==> src/hw/tac_pkg.sv <==
// shared constants, types and helpers for the thermal alarm configuration bank
package tac_pkg;

	// register word indices; byte address is four times the index
	localparam logic [5:0] IDX_FIRST = 6'h03;
	localparam logic [5:0] IDX_FDUTY = 6'h03;
	localparam logic [5:0] IDX_MASK = 6'h04;
	localparam logic [5:0] IDX_IDEAL = 6'h05;
	localparam logic [5:0] IDX_RHU = 6'h06;
	localparam logic [5:0] IDX_RHL = 6'h07;
	localparam logic [5:0] IDX_LOTU = 6'h08;
	localparam logic [5:0] IDX_LOTL = 6'h09;
	localparam logic [5:0] IDX_ROTU = 6'h0A;
	localparam logic [5:0] IDX_ROTL = 6'h0B;
	localparam logic [5:0] IDX_LHU = 6'h0C;
	localparam logic [5:0] IDX_LHL = 6'h0D;
	localparam logic [5:0] IDX_LAST = 6'h0D;
	localparam logic [5:0] IDX_IRQ_STAT = 6'h20;
	localparam logic [5:0] IDX_IRQ_MASK = 6'h21;
	localparam logic [5:0] IDX_LIVE = 6'h22;

	// power-up values held in nonvolatile storage
	localparam logic [7:0] RST_FDUTY = 8'hFF;
	localparam logic [7:0] RST_MASK = 8'hC0;
	localparam logic [7:0] RST_IDEAL = 8'h18;
	localparam logic [7:0] RST_RHU = 8'h55;
	localparam logic [7:0] RST_LOTU = 8'h55;
	localparam logic [7:0] RST_ROTU = 8'h6E;
	localparam logic [7:0] RST_LHU = 8'h46;
	localparam logic [7:0] RST_LOWER = 8'h00;
	localparam logic [5:0] RST_IRQ_MASK = 6'h00;

	// field layouts
	localparam logic [7:0] MASK_RSVD_ONES = 8'hC0;
	localparam logic [7:0] IDEAL_FIELD = 8'h3F;
	localparam logic [7:0] FRAC_FIELD = 8'hE0;
	localparam int MB_LH = 5;
	localparam int MB_LOT = 4;
	localparam int MB_RH = 3;
	localparam int MB_ROT = 2;
	localparam int MB_T2 = 1;
	localparam int MB_T1 = 0;

	// alarm sources, packed in the same order as the mask bits
	typedef struct packed {
		logic lh;
		logic lot;
		logic rh;
		logic rot;
		logic t2;
		logic t1;
	} tac_alarm_t;

	// the three alarm outputs travelling together
	typedef struct packed {
		logic alert;
		logic shut;
		logic ffail;
	} tac_out_t;

	// power-up value of a configuration word
	function automatic logic [7:0] tac_rst_val(input logic [5:0] idx);
		case (idx)
			IDX_FDUTY: tac_rst_val = RST_FDUTY;
			IDX_MASK: tac_rst_val = RST_MASK;
			IDX_IDEAL: tac_rst_val = RST_IDEAL;
			IDX_RHU: tac_rst_val = RST_RHU;
			IDX_LOTU: tac_rst_val = RST_LOTU;
			IDX_ROTU: tac_rst_val = RST_ROTU;
			IDX_LHU: tac_rst_val = RST_LHU;
			default: tac_rst_val = RST_LOWER;
		endcase
	endfunction

	// stored value of a write; reserved and unused bits forced
	function automatic logic [7:0] tac_wr_val(input logic [5:0] idx, input logic [7:0] d);
		case (idx)
			IDX_MASK: tac_wr_val = d | MASK_RSVD_ONES;
			IDX_IDEAL: tac_wr_val = d & IDEAL_FIELD;
			IDX_RHL, IDX_LOTL, IDX_ROTL, IDX_LHL: tac_wr_val = d & FRAC_FIELD;
			default: tac_wr_val = d;
		endcase
	endfunction

endpackage

==> src/hw/tac_alarm_bank.sv <==
// thermal alarm configuration bank with apb register access
`timescale 1ns/100ps
`default_nettype none
module tac_alarm_bank #(
	parameter int TW = 16,
	parameter int AW = 8
) (
	input wire logic pclk,
	input wire logic presetn,
	input wire logic psel,
	input wire logic penable,
	input wire logic pwrite,
	input wire logic [AW-1:0] paddr,
	input wire logic [31:0] pwdata,
	output logic [31:0] prdata,
	output logic pready,
	output logic pslverr,
	input wire logic [TW-1:0] local_temp,
	input wire logic [TW-1:0] remote_temp,
	input wire logic first_fan_alarm_event,
	input wire logic second_fan_alarm_event,
	input wire logic fan_failure_detected,
	input wire logic [7:0] normal_duty_code,
	output logic [7:0] pwm_duty_code,
	output logic [5:0] ideality_code,
	output logic alert_out,
	output logic shutdown_output_pin,
	output logic fan_fail_output_pin,
	output logic irq
);

	////////////////////////////////////////////////////////////////////////
	// storage

	logic [7:0] cfg_r [tac_pkg::IDX_FIRST:tac_pkg::IDX_LAST];
	logic [5:0] irq_stat_r;
	logic [5:0] irq_mask_r;
	tac_pkg::tac_out_t out_r;
	tac_pkg::tac_out_t out_nxt;
	tac_pkg::tac_alarm_t alm;
	wire logic [7:0] mask_w;
	wire logic [5:0] alm_vec;

	////////////////////////////////////////////////////////////////////////
	// apb decode

	wire logic [5:0] idx;
	wire logic addr_ok;
	wire logic in_cfg;
	wire logic mapped;
	wire logic setup;
	wire logic wr_go;
	wire logic [7:0] wbyte;
	logic [31:0] rd_nxt;

	// word index; low address bits and high bits must be zero
	assign idx = paddr[7:2];
	// a shift keeps the range legal when no bits stand above the index
	assign addr_ok = (paddr[1:0] == 2'b00) && ((paddr >> 8) == '0);
	assign in_cfg = (idx >= tac_pkg::IDX_FIRST) && (idx <= tac_pkg::IDX_LAST);
	assign mapped = addr_ok && (in_cfg || idx == tac_pkg::IDX_IRQ_STAT
		|| idx == tac_pkg::IDX_IRQ_MASK || idx == tac_pkg::IDX_LIVE);
	assign setup = psel && !penable;
	// a write lands only on the completing access edge
	assign wr_go = psel && penable && pready && pwrite && mapped;
	assign wbyte = pwdata[7:0];

	// read mux; data is taken in setup so every read costs one wait-free access
	always_comb begin
		rd_nxt = 32'h0000_0000;
		if (in_cfg) begin
			rd_nxt[7:0] = cfg_r[idx];
		end else if (idx == tac_pkg::IDX_IRQ_STAT) begin
			rd_nxt[5:0] = irq_stat_r;
		end else if (idx == tac_pkg::IDX_IRQ_MASK) begin
			rd_nxt[5:0] = irq_mask_r;
		end else if (idx == tac_pkg::IDX_LIVE) begin
			rd_nxt[5:0] = alm_vec;
			rd_nxt[8] = out_r.ffail;
			rd_nxt[9] = out_r.shut;
			rd_nxt[10] = out_r.alert;
		end
		if (!mapped) begin
			rd_nxt = 32'h0000_0000;
		end
	end

	// answer registers; pready rises for exactly the first access cycle
	always_ff @(posedge pclk or negedge presetn) begin
		if (!presetn) begin
			pready <= 1'b0;
			pslverr <= 1'b0;
			prdata <= 32'h0000_0000;
		end else begin
			pready <= setup;
			if (setup) begin
				pslverr <= !mapped;
				prdata <= pwrite ? 32'h0000_0000 : rd_nxt;
			end
		end
	end

	////////////////////////////////////////////////////////////////////////
	// configuration words

	// power-up loads the stored image; writes force reserved bits
	always_ff @(posedge pclk or negedge presetn) begin
		if (!presetn) begin
			for (int i = tac_pkg::IDX_FIRST; i <= tac_pkg::IDX_LAST; i++) begin
				cfg_r[i] <= tac_pkg::tac_rst_val(6'(i));
			end
		end else if (wr_go && in_cfg) begin
			cfg_r[idx] <= tac_pkg::tac_wr_val(idx, wbyte);
		end
	end

	assign mask_w = cfg_r[tac_pkg::IDX_MASK];

	////////////////////////////////////////////////////////////////////////
	// limit comparators

	wire logic [TW-1:0] lim_lh;
	wire logic [TW-1:0] lim_lot;
	wire logic [TW-1:0] lim_rh;
	wire logic [TW-1:0] lim_rot;

	// upper byte sign and integer, lower byte fraction
	assign lim_lh = {cfg_r[tac_pkg::IDX_LHU], cfg_r[tac_pkg::IDX_LHL]};
	assign lim_lot = {cfg_r[tac_pkg::IDX_LOTU], cfg_r[tac_pkg::IDX_LOTL]};
	assign lim_rh = {cfg_r[tac_pkg::IDX_RHU], cfg_r[tac_pkg::IDX_RHL]};
	assign lim_rot = {cfg_r[tac_pkg::IDX_ROTU], cfg_r[tac_pkg::IDX_ROTL]};

	// one signed comparator per set-point
	tac_limit_cmp #(.W(TW)) u_cmp_lh (
		.pclk(pclk),
		.presetn(presetn),
		.temp(local_temp),
		.limit(lim_lh),
		.exceed_r(alm.lh)
	);

	tac_limit_cmp #(.W(TW)) u_cmp_lot (
		.pclk(pclk),
		.presetn(presetn),
		.temp(local_temp),
		.limit(lim_lot),
		.exceed_r(alm.lot)
	);

	tac_limit_cmp #(.W(TW)) u_cmp_rh (
		.pclk(pclk),
		.presetn(presetn),
		.temp(remote_temp),
		.limit(lim_rh),
		.exceed_r(alm.rh)
	);

	tac_limit_cmp #(.W(TW)) u_cmp_rot (
		.pclk(pclk),
		.presetn(presetn),
		.temp(remote_temp),
		.limit(lim_rot),
		.exceed_r(alm.rot)
	);

	// fan alarms come from the tach logic on this clock
	assign alm.t2 = second_fan_alarm_event;
	assign alm.t1 = first_fan_alarm_event;
	assign alm_vec = alm;

	////////////////////////////////////////////////////////////////////////
	// alarm outputs

	// a mask bit at one blocks its source from the output
	always_comb begin
		out_nxt.alert = (alm.lh && !mask_w[tac_pkg::MB_LH])
			|| (alm.rh && !mask_w[tac_pkg::MB_RH]);
		out_nxt.shut = (alm.lot && !mask_w[tac_pkg::MB_LOT])
			|| (alm.rot && !mask_w[tac_pkg::MB_ROT]);
		out_nxt.ffail = (alm.t2 && !mask_w[tac_pkg::MB_T2])
			|| (alm.t1 && !mask_w[tac_pkg::MB_T1]);
	end

	always_ff @(posedge pclk or negedge presetn) begin
		if (!presetn) begin
			out_r <= '0;
		end else begin
			out_r <= out_nxt;
		end
	end

	assign alert_out = out_r.alert;
	assign shutdown_output_pin = out_r.shut;
	assign fan_fail_output_pin = out_r.ffail;

	////////////////////////////////////////////////////////////////////////
	// pwm duty and ideality

	// failure duty replaces the normal code, same encoding
	always_ff @(posedge pclk or negedge presetn) begin
		if (!presetn) begin
			pwm_duty_code <= tac_pkg::RST_FDUTY;
			ideality_code <= tac_pkg::RST_IDEAL[5:0];
		end else begin
			pwm_duty_code <= fan_failure_detected ? cfg_r[tac_pkg::IDX_FDUTY]
				: normal_duty_code;
			ideality_code <= cfg_r[tac_pkg::IDX_IDEAL][5:0];
		end
	end

	////////////////////////////////////////////////////////////////////////
	// interrupts

	wire logic [5:0] w1c;
	wire logic [5:0] stat_nxt;

	// set wins over a write-one clear in the same cycle
	assign w1c = (wr_go && idx == tac_pkg::IDX_IRQ_STAT) ? wbyte[5:0] : 6'h00;
	assign stat_nxt = (irq_stat_r & ~w1c) | alm_vec;

	// irq level only reflects unmasked sticky bits; mask is per source
	always_ff @(posedge pclk or negedge presetn) begin
		if (!presetn) begin
			irq_stat_r <= 6'h00;
			irq_mask_r <= tac_pkg::RST_IRQ_MASK;
			irq <= 1'b0;
		end else begin
			irq_stat_r <= stat_nxt;
			if (wr_go && idx == tac_pkg::IDX_IRQ_MASK) begin
				irq_mask_r <= wbyte[5:0];
			end
			irq <= |(stat_nxt & irq_mask_r);
		end
	end
endmodule // tac_alarm_bank
`default_nettype wire

==> src/hw/tac_limit_cmp.sv <==
// signed temperature against set-point comparator with registered alarm
`timescale 1ns/100ps
`default_nettype none
module tac_limit_cmp #(
	parameter int W = 16
) (
	input wire logic pclk,
	input wire logic presetn,
	input wire logic [W-1:0] temp,
	input wire logic [W-1:0] limit,
	output logic exceed_r
);

	wire logic above;

	// both operands carry the sign in the top bit
	assign above = $signed(temp) > $signed(limit);

	// alarm level follows the comparison one clock later
	always_ff @(posedge pclk or negedge presetn) begin
		if (!presetn) begin
			exceed_r <= 1'b0;
		end else begin
			exceed_r <= above;
		end
	end

endmodule // tac_limit_cmp
`default_nettype wire

==> config.mk <==
export PLATFORM = sky130hd
export DESIGN_NAME = tac_alarm_bank
export DESIGN_NICKNAME = d
export VERILOG_FILES = /design/src/hw/tac_pkg.sv /design/src/hw/tac_alarm_bank.sv /design/src/hw/tac_limit_cmp.sv
export SDC_FILE = /design/constraint.sdc
export NUM_CORES = 1
export LEC_CHECK = 0
export ABC_AREA = 1
export BUFFER_PORTS_ARGS = -buffer_cell sky130_fd_sc_hd__buf_2
export CORE_AREA = 2 2 150 152
export DETAILED_ROUTE_END_ITERATION = 8
export DIE_AREA = 0 0 152 154
export GPL_ROUTABILITY_DRIVEN = 0
export GPL_TIMING_DRIVEN = 1
export MAX_ROUTING_LAYER = met4
export PLACE_DENSITY = 0.59
export SYNTH_ARGS = -nofsm -noshare
export SYNTH_HDL_FRONTEND = slang
export SYNTH_SLANG_ARGS = --single-unit
==> constraint.sdc <==
create_clock -name pclk -period 2 [get_ports pclk]
set_clock_uncertainty 0.15 [all_clocks]
set_input_delay 0.4 -clock pclk [delete_from_list [all_inputs] [get_ports pclk]]
set_output_delay 0.4 -clock pclk [all_outputs]
set_load 0.03 [all_outputs]
Word level (Yosys, flattened, before mapping)
Cells that the tools add are included.
Word-level totals
  register bits: 156
  input bits: 88
Cells by class
  order comparisons: 8
  eq/ne operators: 9
  muxes and demuxes: 21
  bitwise logic cells: 5
  reductions and logical operators: 34
Operator list (number)
  88-bit bitwise mux: 1
  16-bit greater-than comparator: 4
  8-bit 2-to-1 mux: 5
  8-bit binary-select mux with 4-bit select: 1
  8-bit demux with 4-bit select: 1
  32-bit 2-to-1 mux: 1
  6-bit 2-to-1 mux: 5
  8-bit case mux with 3 select lines: 1
  6-bit by 3-bit == test with 1-bit output (second input constant): 3
  6-bit by 4-bit == test with 1-bit output (second input constant): 3
  6-bit == test (second input constant): 3
  1-bit logical AND: 17
  6-bit bitwise AND: 2
  3-bit 2-to-1 mux: 4
  11-bit 2-to-1 mux: 1
  1-bit zero test: 8
  7-bit by 5-bit greater-or-equal comparator with 1-bit output (second input constant): 1
  7-bit by 1-bit less-than comparator with 1-bit output (second input constant): 1
  6-bit inverter with 7-bit output: 1
  6-bit by 2-bit greater-or-equal comparator with 1-bit output (second input constant): 1
  6-bit by 4-bit less-or-equal comparator with 1-bit output (second input constant): 1
  1-bit logical OR: 6
  6-bit inverter: 1
  6-bit OR: 1
  4 further kinds: 4

Logic depth before layout (Yosys ltp)
Gate-level depths: netlist of the first run.
  depth after elaboration: 14
  depth in mapped cells: 13
  mapped depth without buffers: 13

Modules after synthesis
From an unflattened synthesis of the first run, not the netlist that was laid out.
Second synthesis, totals
  cells, all modules: 943
  area, all modules: 7691.1 µm²
By module, submodules not included
  tac_alarm_bank: times used 1, cells an instance 639, area an instance 5789.3 µm², sequential area each 3325.7 µm²
  tac_limit_cmp: times used 4, cells an instance 76, area an instance 475.5 µm², sequential area each 25.0 µm²

Least setup slack after synthesis of the first run
No wires, ideal clock.
  path kind: input -> register
  start: in paddr[5]
  end: reg cfg_r[45] (netlist name)
  arrival time: 1.756 ns
  setup slack: -0.036 ns
  stages: 11
  path buffers: 1
  cells stage by stage: nor2_2 nand2_1 nor2_4 nand2_2 nand2_4 nand3_2 nor3_4 nand3_2 buf_6 nand2_1 o21ai_1
Between the ends
  cells in the longest elaborated chain, start to end: 8
  elaborated cells on any way between the ends: 19
  those cells by class: 4 x order compare; 3 x eq/ne; 3 x mux; 1 x bitwise; 8 x reduce/logical
RTL lines
  start, declared: RTL line tac_alarm_bank.sv:13  | input wire logic [AW-1:0] paddr,
  branches (longest 8 deep; another with 7-bit by 5-bit greater-or-equal comparator with 1-bit output)
  end signal, assigned by index: RTL line tac_alarm_bank.sv:110  | cfg_r[i] <= tac_pkg::tac_rst_val(6'(i));
  end signal, assigned by index: RTL line tac_alarm_bank.sv:113  | cfg_r[idx] <= tac_pkg::tac_wr_val(idx, wbyte);
  end, declared: RTL line tac_alarm_bank.sv:35  | logic [7:0] cfg_r [tac_pkg::IDX_FIRST:tac_pkg::IDX_LAST];
Parallel ways; which one is timed is not known.
A chain may end at the register's enable or synchronous reset.

Worst setup path in the final report of the first run
  start: reg cfg_r[46] (netlist name)
  end: reg u_cmp_lot.exceed_r
Between the ends
  cells in the longest elaborated chain, start to end: 1
RTL lines
  16-bit greater-than comparator: RTL line tac_limit_cmp.sv:17  | assign above = $signed(temp) > $signed(limit);
  net u_cmp_lot.above: RTL line tac_limit_cmp.sv:14  | wire logic above;
  end signal, assigned: RTL line tac_limit_cmp.sv:24  | exceed_r <= above;
  end, declared: RTL line tac_limit_cmp.sv:11  | output logic exceed_r
The timed path passes the listed nets, and every way through them passes these cells.

==> results_dict.tcl, run 1 <==
set metrics [dict create \
    syn-cell-area_um2 7460 \
    drt_iter0_drc 525 \
    synth_cell_type_count 42 \
    synthFlopType "dfrtp_1" \
    vias_per_cell 4.94 \
    syn_to_final_growth_pct 26.7 \
    wl_met1_mm 10.3 \
    stdcell_area_um2 9450 \
    grt_pass1_vias 6302 \
    clock_power_share_pct 45.9 \
    critical-path-top-delay-family "simple AND/OR/NAND/NOR gates" \
    dr_wl_met3_mm 1.30 \
    finalWirelength_mm 21.9 \
    worstSetupEndpointType "flip-flop" \
    synth_cells 872 \
    crit_fanout 2 \
    ys_warn_count 0 \
    vias 6618 \
    crit_path_frequent_cell "inv_1" \
    ios 140 \
    gr-total-overflow 0 \
    wl_met2_mm 9.99 \
    synth_top_area_share_pct 32.5 \
    cts_sinks 135 \
    route.detailed.drc 0 \
    dp_hpwl_mm 17.3 \
    cts.root.buffer_cell "clkbuf_16" \
    rsz0062_at_grt "yes" \
    setup_tns_ns 0 \
    clock.fmax_mhz 514 \
    clk_pin_slew_ns 0.06 \
    run_status "finished, final reports clean" \
    grt_first_pass_wirelength_mm 34.7 \
    whs_ns 0.0507 \
    yosysTopAreaCell "dfrtp_1" \
    insertion_delay_ns 0.43 \
    finalSetupViolations 0 \
    mostFrequentLayoutCells "nand2_1 (186), inv_1 (121), dfrtp_1 (97)" \
    worst_pin_slew_ns 0.638 \
    critPathLaunchType "flip-flop" \
    portBuffers 94 \
    layout_commonest_cell "nand2_1" \
    highest_layer "met4" \
    layout-drive-gt1-share_pct 26.4 \
    cp_slowest_cell "dfstp_2" \
    relSlewSlack_pct 57.5 \
    fp.dieH_um 154 \
    comb_power_share_pct 11.7 \
    synthTopCellsByArea "dfrtp_1 (33%), dfstp_2 (13%), ha_1 (11%), nand2_1 (9.4%), o21ai_0 (6.2%)" \
    finalHoldViolCount 0 \
    required_ns 2.16 \
    clock_path_buffers 2 \
    vdd_drop_max_mv 0.565 \
    die_area_um2 23400 \
    drt_pass1_iterations 5 \
    rows 54 \
    fin_nets 1198 \
    crit_chain "inv_1, ha_1, nand2_1, inv_1, nand3_2, inv_1, a211oi_2, nand2_1, nor3_2, nor2_4" \
    finalMaxSlewViolations 0 \
    p_leak_nw 4.59 \
    syn_area_per_cell_um2 8.56 \
    numCtsBuffers 17 \
    htreeDepth 4 \
    switchingPower_mw 1.67 \
    path_class "flip-flop to flip-flop" \
    p_per_area_nw_per_um2 694 \
    ys_seq_area_share_pct 45.9 \
    grt_max_degree 44 \
    ys_async_sr_fraction_pct 100 \
    cp.arrival_ns 2.10 \
    routedWlPerCell_um 16.4 \
    fin_crit_sh_pct 97.3 \
    path_buf_inv 3 \
    max_cap_viol_count 0 \
    antennaDiodeCount 0 \
    place_area_um2 8760 \
    hold_path.class "input pin to flip-flop" \
    postRouteAntennaNets 0 \
    swShare_pct 25.5 \
    initial_core_util_pct 34.4 \
    cts_tree "built" \
    core-area_um2 21700 \
    seqPwrFrac_pct 42.3 \
    period_minus_slack_ns 1.95 \
    yosys_register_bits 135 \
    antenna_found_initial 0 \
    synth_edf_count 0 \
    track_usage_pct 19.7 \
    dieWidth_um 152 \
    internal_power_mw 4.89 \
    max_stage_delay_ns 0.52 \
]
[registers in the layout, summed over array words and instances, names as in the netlist, 6 cells and up]
signal         cells
cfg_r             80
prdata            11
mask_w             8
pwm_duty_code      8
ideality_code      6
irq_mask_r         6
irq_stat_r         6
[cell usage after synthesis, types with 2 or more instances]
master / instances
a21oi_1: 37
a221oi_1: 7
a32o_1: 2
buf_1: 3
buf_2: 3
buf_4: 21
clkbuf_1: 11
clkinv_1: 2
dfrtp_1: 97
dfstp_2: 38
ha_1: 64
inv_1: 122
inv_2: 3
mux2_2: 8
nand2_1: 186
nand2_2: 2
nand3_1: 16
nand3_2: 4
nand4_1: 6
nand4_2: 2
nor2_1: 51
nor2_2: 2
nor2_4: 2
nor3_1: 7
o2111ai_1: 2
o211ai_1: 4
o21ai_0: 92
o21ai_1: 20
o221ai_1: 8
o22ai_1: 32
o31ai_1: 7
[path summary, 6_finish.rpt]
check | start | to | slack [ns] | cells past startpoint
worst max-delay path | cfg_r[46] | u_cmp_lot.exceed_r | 0.05 | 10
worst min-delay path | normal_duty_code[7] | pwm_duty_code[7] | 0.05 | 2
worst max register to register | cfg_r[46] | u_cmp_lot.exceed_r | 0.05 | 10
worst min register to register | cfg_r[67] | ideality_code[3] | 0.24 | 0
max in group asynchronous | presetn | cfg_r[87] | 0.70 | 3
min in group asynchronous | presetn | ideality_code[2] | 0.32 | 2
[logic make-up after synthesis]
group | after synthesis | synth area share, %
AOI/OAI and AO/OA | 214 | 16.3
DFF | 135 | 45.9
other | 1 | 0.0502
and+or+nand+nor | 284 | 16.2
buffers and inverters | 166 | 9.56
adders and majority gates | 64 | 10.7
muxes | 8 | 1.21
[worst reg2reg max path, stage by stage (launching register included)]
cell and delay (ns):
dfstp_2 0.52, inv_1 0.04, ha_1 0.26, nand2_1 0.08, inv_1 0.06, nand3_2 0.08
inv_1 0.06, a211oi_2 0.22, nand2_1 0.11, nor3_2 0.19, nor2_4 0.07
[final cells by class]
cell class,instances,area [µm²]
clock buffers,22,454
clock inverters,10,108
fillers,2165,12200
inverters,127,477
multi-input cells,591,3510
flip-flops and latches,135,3430
well taps,280,350
repair buffers,174,1130
[metal layers]
metal | up-vias | track usage, %
met3 | 30 | 3.33
met1 | 3139 | 27.5
li1 | 3241 | -
met4 | 0 | 6.01
met5 | - | -
met2 | 208 | 29.4
[power groups by stage]
stage               logic, mW  clock network, mW  registers, mW
floorplan               0.360                  0           2.86
global placement        0.738                  0           2.82
detailed placement      0.746                  0           2.82
CTS                     0.754               3.06           2.78
global route            0.851               3.18           2.78
finish                  0.769               3.01           2.78
[repair_timing]
action | in CTS | in global routing
setup buffers | 0 | 3
hold buffers | 2 | 0
gates resized for setup | 1 | 18
setup endpoints to repair | 1 | 9
endpoints found under the hold margin | 32 | 0
pin swaps | 0 | 10
[stage by stage]
| step | std cells | power, mW | utilization (%) | worst slack, ns |
|---|---|---|---|---|
| 4_1_cts | 1336 | 6.59 | 43.1 | 0.0193 |
| 5_1_grt | 1339 | 6.81 | 43.6 | -0.0395 |
| 6_report | 1339 | 6.56 | 43.6 | 0.0539 |
| 2_1_floorplan | 892 | 3.22 | - | 0.00606 |
| 3_5_place_dp | 1302 | 3.57 | 40.4 | -0.225 |
| 3_3_place_gp | 1302 | 3.56 | 40.4 | -0.180 |
Note: power is estimated with default switching activity, not from simulation.
==> run 2, diff against run 1 <==
CORE_AREA = 2 2 152 154   (was 2 2 150 152)
DIE_AREA = 0 0 154 156   (was 0 0 152 154)
SYNTH_HIERARCHICAL = 1   (was unset)
clock period = 2.1 ns   (was 2 ns; I/O delays follow)
==> run 2 against run 1 <==
Clock power increased by 3%. Non-clock buffer count down 9. Register-to-register slack improved by 0.21 ns. Final area up 1.7%. Flip-flop and latch count did not move. Fmax increased by 5.7%. Sequential power decreased by 5%. Total power fell by 1.2%. Synthesized area increased by 3.1%. Wire length shrank 0.86%. Die area up 2.6%. Worst setup slack improved by 0.21 ns. Critical path type unchanged.
==> results_dict.tcl, run 2 <==
set metrics [dict create \
    run_status "finished, final reports clean" \
    p_per_area_nw_per_um2 674 \
    drt_pass1_iterations 5 \
    max_stage_delay_ns 0.35 \
    reg_top3 "cfg_r x80, prdata x11" \
    layout-drive-gt1-share_pct 23.4 \
    yosys_register_bits 135 \
    route.detailed.drc 0 \
    grt_pass1_vias 6693 \
    vias 6592 \
    worstSetupEndpointType "flip-flop" \
    routedWlPerCell_um 15.5 \
    timing.final.ws_setup_ns 0.259 \
    mostFrequentLayoutCells "nand2_1 (197), inv_1 (169), dfrtp_1 (97)" \
    crit_fanout 6 \
    track_usage_pct 19.5 \
    critPathLaunchType "flip-flop" \
    layout_commonest_cell "nand2_1" \
    hold_path.class "input pin to flip-flop" \
    path_buf_inv 0 \
    cp_slowest_cell "dfrtp_1" \
    clock.fmax_mhz 543 \
    vdd_drop_max_mv 0.455 \
    ios 140 \
    finalMaxSlewViolations 0 \
    clk_pin_slew_ns 0.06 \
    dp_hpwl_mm 17.2 \
    path_class "flip-flop to flip-flop" \
    cts.root.buffer_cell "clkbuf_16" \
    placedCellCount 1371 \
    initial_core_util_pct 34.4 \
    fp.dieH_um 156 \
    syn-cell-area_um2 7690 \
    antenna_found_initial 0 \
    rows 55 \
    stdcell_area_um2 9620 \
    rsz0062_at_grt "no" \
    antennaDiodeCount 0 \
    cts_setup_buffers 0 \
    fin_crit_sh_pct 87.7 \
    numCtsBuffers 17 \
    largest_reg_flops 80 \
    required_ns 2.26 \
    dieWidth_um 154 \
    ys_async_sr_fraction_pct 100 \
    final_util_pct 43.0 \
    insertion_delay_ns 0.42 \
    finalPower_mw 6.48 \
    fin_cells 1404 \
    ys_warn_count 6 \
    synth_cells 943 \
    grt_first_pass_wirelength_mm 35.1 \
    crit_chain "nand2_1, nor2_1, nand4_1, o21ai_0, nand2_1, nand2_1, nand2_1, nor2_1, nand2_1" \
    core-area_um2 22400 \
    crit_path_frequent_cell "nand2_1" \
    fin_nets 1258 \
    syn_to_final_growth_pct 25.0 \
    yosysMostFrequentCell "nand2_1" \
    period_minus_slack_ns 1.84 \
    synth_edf_count 0 \
    relSlewSlack_pct 50.3 \
    critical-path-top-delay-family "simple AND/OR/NAND/NOR gates" \
    preCtsSetupSlack_ns -0.170 \
    synthTopCellsByArea "dfrtp_1 (32%), dfstp_2 (13%), ha_1 (10%), nand2_1 (9.6%), inv_1 (8.2%)" \
    finalWirelength_mm 21.7 \
    largest_register "cfg_r" \
    finalHoldViolCount 0 \
    grt_max_degree 63 \
    vias_per_cell 4.70 \
    cts_sinks 135 \
    die_area_um2 24000 \
    synth_top_area_share_pct 31.6 \
    syn_area_per_cell_um2 8.16 \
    clock_path_buffers 2 \
    portBuffers 94 \
    p_leak_nw 5.05 \
    max_cap_viol_count 0 \
    yosysTopAreaCell "dfrtp_1" \
    whs_ns 0.0186 \
    ys_seq_area_share_pct 44.5 \
    postRouteAntennaNets 0 \
    synth_cell_type_count 39 \
    cp.arrival_ns 2.00 \
    gr-total-overflow 0 \
    synthFlopType "dfrtp_1" \
    synth_common_cells "nand2_1 (197), inv_1 (169), dfrtp_1 (97)" \
    drt_iter0_drc 429 \
    setup_tns_ns 0 \
    worst_pin_slew_ns 0.745 \
    cts_tree "built" \
    finalSetupViolations 0 \
    place_area_um2 8980 \
    htreeDepth 4 \
]
==> run 2: cell count changes after synthesis, moves of 5 or more <==
| cell | change |
|---|---|
| mux2_2 | -5 |
| nand2_1 | +11 |
| nor2_1 | +27 |
| inv_1 | +47 |
| a21oi_1 | +11 |
| a221oi_1 | -6 |
| nand3_1 | -5 |
| o21ai_0 | -27 |
| o221ai_1 | +5 |
| o31ai_1 | -7 |
| o21ai_1 | +10 |
| nor3_1 | -5 |
| nor2_2 | +6 |
==> run 2: logic make-up after synthesis <==
logic type | count (synthesis) | synth area share, %
and+or+nand+nor | 324 | 17.9
DFF | 135 | 44.5
muxes | 3 | 0.439
AOI/OAI and AO/OA | 203 | 15.1
adders and majority gates | 64 | 10.4
buffers and inverters | 213 | 11.5
other | 1 | 0.0488
==> run 2: final timing paths <==
kind / start / endpoint / slack (ns) / cells past startpoint
setup / recovery: pready / irq / 0.26 / 9
hold / removal: penable / pready / 0.02 / 2
setup reg to reg: pready / irq / 0.26 / 9
hold reg to reg: cfg_r[67] / ideality_code[3] / 0.23 / 0
max in group asynchronous: presetn / cfg_r[42] / 1.01 / 3
min in group asynchronous: presetn / prdata[6] / 0.38 / 3
==> run 2: what timing repair did <==
item / 4_1_cts / 5_1_grt
endpoints found under the setup margin: 0 / 1
hold buffers: 1 / 0
endpoints found under the hold margin: 97 / 0
resized for setup: 0 / 1
==> run 2: power by group <==
| group | internal (mW) | leakage, nW | switching (mW) | total, mW |
|---|---|---|---|---|
| clock network | 2.01 | 0.305 | 1.09 | 3.10 |
| logic | 0.255 | 3.23 | 0.474 | 0.730 |
| registers | 2.64 | 1.51 | 0.0105 | 2.65 |
| total | 4.91 | 5.05 | 1.58 | 6.48 |
==> run 2: layer usage <==
metal,part of all wire (%),GRT usage (%),vias to the layer above
li1,-,-,3353
met1,46,24.9,3066
met2,48,32.0,148
met3,4.0,3.19,25
met4,1.8,6.01,0
met5,0,-,-
==> run 2: area by class of cell <==
| type | instances | area, µm² |
|---|---|---|
| fillers | 2207 | 12700 |
| inverters | 172 | 646 |
| repair buffers | 165 | 1110 |
| flip-flops and latches | 135 | 3430 |
| clock inverters | 5 | 81.3 |
| well taps | 285 | 357 |
| multi-input cells | 615 | 3450 |
| clock buffers | 27 | 544 |
==> run 2: worst register-to-register path: cells and delay by family, from the launching register on <==
family	cells	cell delay, ns
AOI/OAI and AO/OA	1	0.24
DFF	1	0.35
and+or+nand+nor	8	0.97
